<file path="config.mk">
export PLATFORM = sky130hd
export DESIGN_NAME = jts_tap
export DESIGN_NICKNAME = d
export VERILOG_FILES = /design/src/hdl/jts_pkg.sv /design/src/hdl/jts_sync.sv /design/src/hdl/jts_tap.sv
export SDC_FILE = /design/constraint.sdc
export NUM_CORES = 1
export LEC_CHECK = 0
export ABC_AREA = 1
export BUFFER_PORTS_ARGS = -buffer_cell sky130_fd_sc_hd__buf_2
export CAP_MARGIN = 25
export CORE_ASPECT_RATIO = 1.4
export CORE_MARGIN = 2
export CORE_UTILIZATION = 40
export CTS_BUF_LIST = sky130_fd_sc_hd__clkbuf_2 sky130_fd_sc_hd__clkbuf_4 sky130_fd_sc_hd__clkbuf_8
export CTS_CLUSTER_SIZE = 40
export DETAILED_ROUTE_END_ITERATION = 12
export RECOVER_POWER = 25
export SLEW_MARGIN = 30
export SYNTH_ARGS = -nofsm -noshare
export SYNTH_HDL_FRONTEND = slang
export SYNTH_HIERARCHICAL = 1
export SYNTH_SLANG_ARGS = --single-unit
</file>
<file path="constraint.sdc">
create_clock -name clk -period 1.8 [get_ports clk]
set_input_delay 0.27 -clock clk [delete_from_list [all_inputs] [get_ports clk]]
set_output_delay 0.27 -clock clk [all_outputs]
set_load 0.01 [all_outputs]
</file>
<file path="src/hdl/jts_pkg.sv">
// package of constants for the test access port block
// assumes a 10 MHz system clock sampling the slow test pins
package jts_pkg;
  localparam int IR_WIDTH = 8;
  localparam int ID_WIDTH = 32;
  localparam int BND_WIDTH = 113;
  localparam int RESET_TMS_EDGES = 5;
  localparam int unsigned CLK_MHZ = 10;

  // instruction codes; values are arbitrary, the real table is not given
  localparam logic [7:0] INS_EXTEST = 8'h00;
  localparam logic [7:0] INS_IDCODE = 8'h22;
  localparam logic [7:0] INS_SAMPLE = 8'h05;
  localparam logic [7:0] INS_CLAMP = 8'h07;
  localparam logic [7:0] INS_HIGHZ = 8'h03;
  localparam logic [7:0] INS_BYPASS = 8'hff;
  localparam logic [7:0] IR_CAPTURE = 8'h01;

  // identification value is arbitrary, bit 0 fixed at one
  localparam logic [31:0] ID_CODE_RESET = 32'h0a5a_0001;

  typedef enum logic [3:0] {
    JTS_RESET      = 4'h0,
    JTS_IDLE       = 4'h1,
    JTS_SEL_DR     = 4'h3,
    JTS_CAPT_DR    = 4'h2,
    JTS_SHIFT_DR   = 4'h6,
    JTS_EXIT1_DR   = 4'h7,
    JTS_PAUSE_DR   = 4'h5,
    JTS_EXIT2_DR   = 4'h4,
    JTS_UPD_DR     = 4'hc,
    JTS_SEL_IR     = 4'hd,
    JTS_CAPT_IR    = 4'hf,
    JTS_SHIFT_IR   = 4'he,
    JTS_EXIT1_IR   = 4'ha,
    JTS_PAUSE_IR   = 4'hb,
    JTS_EXIT2_IR   = 4'h9,
    JTS_UPD_IR     = 4'h8
  } jts_state_t;
endpackage

</file>
<file path="src/hdl/jts_sync.sv">
// two-flop synchroniser with edge detection for the test pins
// assumes pins asynchronous to clk; first flop read only by second
module jts_sync (
  input  wire logic clk,
  input  wire logic rst_n,
  input  wire logic tck_pin,
  input  wire logic tms_pin,
  input  wire logic tdi_pin,
  output logic      tck_rise,
  output logic      tck_fall,
  output logic      tms_s,
  output logic      tdi_s
);
  logic [2:0] meta;
  logic [2:0] sync;
  logic       tck_last;

  always_ff @(posedge clk or negedge rst_n) begin
    if (!rst_n) begin
      meta <= 3'h0;
      sync <= 3'h0;
    end else begin
      meta <= {tck_pin, tms_pin, tdi_pin};
      sync <= meta;
    end
  end

  always_ff @(posedge clk or negedge rst_n) begin
    if (!rst_n) begin
      tck_last <= 1'b0;
      tck_rise <= 1'b0;
      tck_fall <= 1'b0;
      tms_s    <= 1'b1;
      tdi_s    <= 1'b0;
    end else begin
      tck_last <= sync[2];
      tck_rise <= sync[2] & ~tck_last;
      tck_fall <= ~sync[2] & tck_last;
      tms_s    <= sync[1];
      tdi_s    <= sync[0];
    end
  end
endmodule

</file>
<file path="src/hdl/jts_tap.sv">
// test access port: state machine, instruction, bypass, id, boundary
// assumes tck well below clk/4; boundary ring values arrive on ring_in
// Operation
// sample inputs on tck rise, change tdo on tck fall
// tms steers the tap state machine through the standard states
// selected serial register follows tap state and loaded instruction
// five tck rises with tms high always reach test-logic-reset
// power-up reset forces the state machine into test-logic-reset
// eight-bit instruction register loads only while it sits in the chain
// idcode preloaded at power-up and on test-logic-reset
// one-bit bypass register passes data with one stage of delay
// bypass instruction loads zero into the bypass register
// capture-dr under idcode loads the fixed 32-bit identification code
// identification register shifts out during shift-dr
// capture-dr under a boundary instruction samples the io ring
// boundary register shifts in shift-dr; extest and sample select it
// only a small subset of standard instructions is implemented
// shifted instruction takes effect only in update-ir
// controller must not load reserved instruction codes
// tdo driven only in shift-ir or shift-dr
module jts_tap (
  input  wire logic                          clk,
  input  wire logic                          rst_n,
  input  wire logic                          tck,
  input  wire logic                          tms,
  input  wire logic                          tdi,
  input  wire logic [jts_pkg::BND_WIDTH-1:0] ring_in,
  output logic                               tdo,
  output logic                               tdo_oe,
  output logic [jts_pkg::IR_WIDTH-1:0]       instruction_holder,
  output logic                               tap_in_reset,
  output logic                               boundary_drive,
  output logic                               pins_high_z
);
  jts_pkg::jts_state_t state;
  jts_pkg::jts_state_t next_state;

  logic                           tck_rise;
  logic                           tck_fall;
  logic                           tms_s;
  logic                           tdi_s;
  logic [jts_pkg::IR_WIDTH-1:0]   ir_shift;
  logic                           single_bit_passthrough;
  logic [jts_pkg::ID_WIDTH-1:0]   identification_code;
  logic [jts_pkg::BND_WIDTH-1:0]  bnd_shift;
  logic                           next_tdo;

  jts_sync u_sync (
    .clk      (clk),
    .rst_n    (rst_n),
    .tck_pin  (tck),
    .tms_pin  (tms),
    .tdi_pin  (tdi),
    .tck_rise (tck_rise),
    .tck_fall (tck_fall),
    .tms_s    (tms_s),
    .tdi_s    (tdi_s)
  );

  // instructions that put the boundary register in the chain
  function automatic logic sel_boundary(input logic [jts_pkg::IR_WIDTH-1:0] ins);
    sel_boundary = (ins == jts_pkg::INS_EXTEST) || (ins == jts_pkg::INS_SAMPLE);
  endfunction

  function automatic logic sel_id(input logic [jts_pkg::IR_WIDTH-1:0] ins);
    sel_id = (ins == jts_pkg::INS_IDCODE);
  endfunction

  // ==========================================================
  // tap state machine
  always_comb begin
    case (state)
      jts_pkg::JTS_RESET:    next_state = tms_s ? jts_pkg::JTS_RESET    : jts_pkg::JTS_IDLE;
      jts_pkg::JTS_IDLE:     next_state = tms_s ? jts_pkg::JTS_SEL_DR   : jts_pkg::JTS_IDLE;
      jts_pkg::JTS_SEL_DR:   next_state = tms_s ? jts_pkg::JTS_SEL_IR   : jts_pkg::JTS_CAPT_DR;
      jts_pkg::JTS_CAPT_DR:  next_state = tms_s ? jts_pkg::JTS_EXIT1_DR : jts_pkg::JTS_SHIFT_DR;
      jts_pkg::JTS_SHIFT_DR: next_state = tms_s ? jts_pkg::JTS_EXIT1_DR : jts_pkg::JTS_SHIFT_DR;
      jts_pkg::JTS_EXIT1_DR: next_state = tms_s ? jts_pkg::JTS_UPD_DR   : jts_pkg::JTS_PAUSE_DR;
      jts_pkg::JTS_PAUSE_DR: next_state = tms_s ? jts_pkg::JTS_EXIT2_DR : jts_pkg::JTS_PAUSE_DR;
      jts_pkg::JTS_EXIT2_DR: next_state = tms_s ? jts_pkg::JTS_UPD_DR   : jts_pkg::JTS_SHIFT_DR;
      jts_pkg::JTS_UPD_DR:   next_state = tms_s ? jts_pkg::JTS_SEL_DR   : jts_pkg::JTS_IDLE;
      // any state reaches reset after at most five tms-high rises
      jts_pkg::JTS_SEL_IR:   next_state = tms_s ? jts_pkg::JTS_RESET    : jts_pkg::JTS_CAPT_IR;
      jts_pkg::JTS_CAPT_IR:  next_state = tms_s ? jts_pkg::JTS_EXIT1_IR : jts_pkg::JTS_SHIFT_IR;
      jts_pkg::JTS_SHIFT_IR: next_state = tms_s ? jts_pkg::JTS_EXIT1_IR : jts_pkg::JTS_SHIFT_IR;
      jts_pkg::JTS_EXIT1_IR: next_state = tms_s ? jts_pkg::JTS_UPD_IR   : jts_pkg::JTS_PAUSE_IR;
      jts_pkg::JTS_PAUSE_IR: next_state = tms_s ? jts_pkg::JTS_EXIT2_IR : jts_pkg::JTS_PAUSE_IR;
      jts_pkg::JTS_EXIT2_IR: next_state = tms_s ? jts_pkg::JTS_UPD_IR   : jts_pkg::JTS_SHIFT_IR;
      jts_pkg::JTS_UPD_IR:   next_state = tms_s ? jts_pkg::JTS_SEL_DR   : jts_pkg::JTS_IDLE;
      default:               next_state = jts_pkg::JTS_RESET;
    endcase
  end

  always_ff @(posedge clk or negedge rst_n) begin
    if (!rst_n) begin
      state <= jts_pkg::JTS_RESET;
    end else if (tck_rise) begin
      state <= next_state;
    end
  end

  // ==========================================================
  // instruction register
  always_ff @(posedge clk or negedge rst_n) begin
    if (!rst_n) begin
      ir_shift <= jts_pkg::IR_CAPTURE;
    end else if (tck_rise) begin
      case (state)
        jts_pkg::JTS_CAPT_IR:  ir_shift <= jts_pkg::IR_CAPTURE;
        jts_pkg::JTS_SHIFT_IR: ir_shift <= {tdi_s, ir_shift[jts_pkg::IR_WIDTH-1:1]};
        default:               ir_shift <= ir_shift;
      endcase
    end
  end

  // active instruction changes only in update-ir; reset loads idcode
  always_ff @(posedge clk or negedge rst_n) begin
    if (!rst_n) begin
      instruction_holder <= jts_pkg::INS_IDCODE;
    end else if (tck_fall) begin
      if (state == jts_pkg::JTS_RESET) begin
        instruction_holder <= jts_pkg::INS_IDCODE;
      end else if (state == jts_pkg::JTS_UPD_IR) begin
        instruction_holder <= ir_shift;
      end
    end
  end

  // ==========================================================
  // data registers
  always_ff @(posedge clk or negedge rst_n) begin
    if (!rst_n) begin
      single_bit_passthrough <= 1'b0;
    end else if (tck_rise) begin
      if (state == jts_pkg::JTS_CAPT_DR) begin
        single_bit_passthrough <= 1'b0;
      end else if (state == jts_pkg::JTS_SHIFT_DR) begin
        single_bit_passthrough <= tdi_s;
      end
    end
  end

  always_ff @(posedge clk or negedge rst_n) begin
    if (!rst_n) begin
      identification_code <= jts_pkg::ID_CODE_RESET;
    end else if (tck_rise && sel_id(instruction_holder)) begin
      if (state == jts_pkg::JTS_CAPT_DR) begin
        identification_code <= jts_pkg::ID_CODE_RESET;
      end else if (state == jts_pkg::JTS_SHIFT_DR) begin
        identification_code <= {tdi_s, identification_code[jts_pkg::ID_WIDTH-1:1]};
      end
    end
  end

  always_ff @(posedge clk or negedge rst_n) begin
    if (!rst_n) begin
      bnd_shift <= '0;
    end else if (tck_rise && sel_boundary(instruction_holder)) begin
      if (state == jts_pkg::JTS_CAPT_DR) begin
        bnd_shift <= ring_in;
      end else if (state == jts_pkg::JTS_SHIFT_DR) begin
        bnd_shift <= {tdi_s, bnd_shift[jts_pkg::BND_WIDTH-1:1]};
      end
    end
  end

  // ==========================================================
  // serial output select; unknown codes fall back to bypass
  always_comb begin
    if (state == jts_pkg::JTS_SHIFT_IR) begin
      next_tdo = ir_shift[0];
    end else if (sel_id(instruction_holder)) begin
      next_tdo = identification_code[0];
    end else if (sel_boundary(instruction_holder)) begin
      next_tdo = bnd_shift[0];
    end else begin
      next_tdo = single_bit_passthrough;
    end
  end

  always_ff @(posedge clk or negedge rst_n) begin
    if (!rst_n) begin
      tdo    <= 1'b0;
      tdo_oe <= 1'b0;
    end else if (tck_fall) begin
      tdo    <= next_tdo;
      tdo_oe <= (state == jts_pkg::JTS_SHIFT_IR) || (state == jts_pkg::JTS_SHIFT_DR);
    end
  end

  // ==========================================================
  // status levels toward the core
  always_ff @(posedge clk or negedge rst_n) begin
    if (!rst_n) begin
      tap_in_reset   <= 1'b1;
      boundary_drive <= 1'b0;
      pins_high_z    <= 1'b0;
    end else begin
      tap_in_reset   <= (state == jts_pkg::JTS_RESET);
      boundary_drive <= (instruction_holder == jts_pkg::INS_EXTEST) ||
                        (instruction_holder == jts_pkg::INS_CLAMP);
      pins_high_z    <= (instruction_holder == jts_pkg::INS_HIGHZ);
    end
  end
endmodule
</file>
==> out/qor.txt <==
Max_slew headroom -> 0.465
Final period util -> 0.950
R2r worst-path depth -> 10
Clk buf depth -> 2
Required @ worst endpoint -> 2140 ps
Die Width -> 124 um
Yosys cell types -> 27
Post-synthesis simple-gate area fraction -> 0.136
Layout Utilization -> 0.487
Max Freq -> 585 MHz
Drt initial violations -> 184
Cell area after synthesis -> 0.00808 sq mm
Max IR drop VDD -> 0.645 mV
GRT Overall Usage -> 0.168
Final hold viol count -> 0
Die Area -> 0.0214 sq mm
Slew @ Worst Pin -> 802 ps
Final std cell area, no fill -> 0.00966 sq mm
PD cells -> 1440 mW/mm^2
Placed instance area -> 0.00917 sq mm
Ratio of cells with drive above 1 in the final layout -> 0.226
Finish-stage setup viols -> 0
DRC Markers -> 0
Arr. time, crit path -> 2050 ps
Core area -> 0.0198 sq mm
Vias -> 6002
Rows -> 61
Post-synthesis mux area share -> 0.138
Total wire length -> 16800 um
Io pins -> 131
Synth warn -> 6
H-Tree Depth -> 4
Setup Skew -> 12.1 ps
Hold WC Path Type -> in2reg
Num CTS Buffers -> 17
HPWL after DPL -> 11500 um
CP startpoint kind -> flip-flop
Pre-Repair DR Iteration Count -> 5
Post-synthesis adder-cell area fraction -> 0
Setup crit end kind -> flip-flop
Setup TNS -> 0 ps
Die Ht -> 172 um
Nets@finish -> 1083
RSZ-0062 raised after global routing -> yes
Largest net degree at the start of global routing -> 58
Vias in the first global route -> 5970
Layout area overhead -> 19.6%
Root buf cell -> clkbuf_8
Antenna Nets Post-Route -> 0
Port bufs -> 130
Global-route wire length before repair -> 28500 um
Max FO, Critical Path -> 49
Cells after Synth -> 824
Worst hold path cell count -> 3
Mean Syn Cell Area -> 9.80 sq um
Max-slew violations -> 0
Largest family of logic cells by synthesized area -> multiplexers
XOR/XNOR Fraction of Synth Area -> 0
Register clock-pin slew on the reported worst setup and hold paths -> 90 ps
Compound-Gate Fraction of Synth Area -> 0.103
#FFs+latches synth -> 182
Worst-skew pair later-pin latency -> 450 ps
Setup CP Type -> reg2reg
Seq/Total Area, Yosys -> 0.566
Max_cap viols -> 0
Initial Util -> 0.407
Initial antenna violation count -> 2
Global placer's final weighted congestion -> 0.840
Commonest cells after routing, fill and taps aside -> nand2_1 (188), dfrtp_1 (170), buf_2 (129)
Outcome -> complete, no violations
Pwr Total -> 13.9 mW
Gr ovfl total -> 0
Total nets after synthesis -> 942
WL/cell -> 13.6 um
Vias/cell -> 4.88
Leak pwr -> 5.32 nW
CTS sink cnt -> 182
Post-layout min period -> 1710 ps
CTS tree -> yes
Commonest non-fill, non-tap cell in the layout -> nand2_1
report_power, final:
part | switching [mW] | internal (mW)
registers | 0.806 | 5.60
logic | 2.62 | 2.31
clock network | 1.44 | 1.14
critical path, cell delays in order (launching register included):
cell and delay, ps:
dfstp_2 530, inv_1 60, nand2_1 80, nor2_1 50, nand2_1 110, nand2_2 110, nand2_8 190, buf_16 240
nand2_1 70, o21ai_0 80, inv_1 60
worst paths after layout:
kind,startpoint,end,slack (ps)
max in group asynchronous,rst_n,bnd_shift[60],310
setup reg to reg,instruction_holder[5],bnd_shift[112],90
min in group asynchronous,rst_n,instruction_holder[3],330
hold / removal,ring_in[106],bnd_shift[106],80
setup / recovery,instruction_holder[5],bnd_shift[112],90
hold reg to reg,u_sync/meta[2],u_sync/sync[2],350
cells in the mapped netlist:
library cell  number  share of area
nor2_1            19         0.0088
inv_2              3         0.0014
o21ai_2            1         0.0011
a21oi_1            4         0.0025
o31ai_1            2         0.0019
o22ai_1            6         0.0046
nand3b_1           1        0.00093
buf_6              6         0.0084
nand3_1           46          0.029
nand4_1            1        0.00078
nor2_4             2         0.0028
inv_1             51          0.024
o21ai_1           39          0.024
nand2_2            2         0.0015
mux2i_1          111           0.14
o211ai_1           1        0.00093
dfstp_2           12          0.039
o21ai_0          110          0.068
buf_1              1        0.00046
nor3_1             4         0.0025
buf_4              1        0.00093
buf_2             25          0.015
nand2_1          190          0.088
dfrtp_1          170           0.53
nand2_4            1         0.0014
nor2_2             1        0.00078
clkbuf_1          14         0.0065
per-layer routing:
metal | wire length [um] | vias to the layer above | track usage
met3 | 1040 | 32 | 0.0574
met5 | 27 | - | 0
met1 | 7220 | 2816 | 0.208
met4 | 351 | 4 | 0.0640
met2 | 8140 | 133 | 0.270
li1 | - | 3017 | -
sequential cells by signal (all words and copies together) (netlist names), 3 cells and up:
name                 cells
u_sync/meta              3
instruction_holder       8
bnd_shift              113
u_sync/sync              3
identification_code     32
ir_shift                 8
state                    4
area by class of cell:
type                       count  area (sq um)
timing repair inverter         2          15.0
clock buffer                  20           256
timing repair buffer         167          1110
multi-input combinational    541          3080
antenna                        1          2.50
tap                          252           315
clock inverter                12           104
sequential                   182          4570
fill                        1917         10200
inverter                      54           209
cell families (layout without fill, tap and decap cells):
kind of cell / after synthesis / count (layout)
flip-flops: 182 / 182
other: 0 / 1
AO/OA/AOI/OAI: 163 / 163
buffers and inverters: 101 / 255
multiplexers: 111 / 111
AND/OR/NAND/NOR: 267 / 267
what timing repair did:
action	CTS	global route
hold buffers	4	0
setup buffers	0	3
hold endpoints to repair	47	0
resized for setup	0	18
endpoints found under the setup margin	0	126
per-stage QoR:
stage	setup slack, ps	cells	hold WS, ps
final	90.6	1231	80.0
after global routing	-44.4	1230	64.4
after CTS	37.8	1224	45.0
after detailed placement	59.2	1188	278
after global placement	104	1188	283
after floorplan	182	824	-25.6
Note: power is estimated with default switching activity, not from simulation.
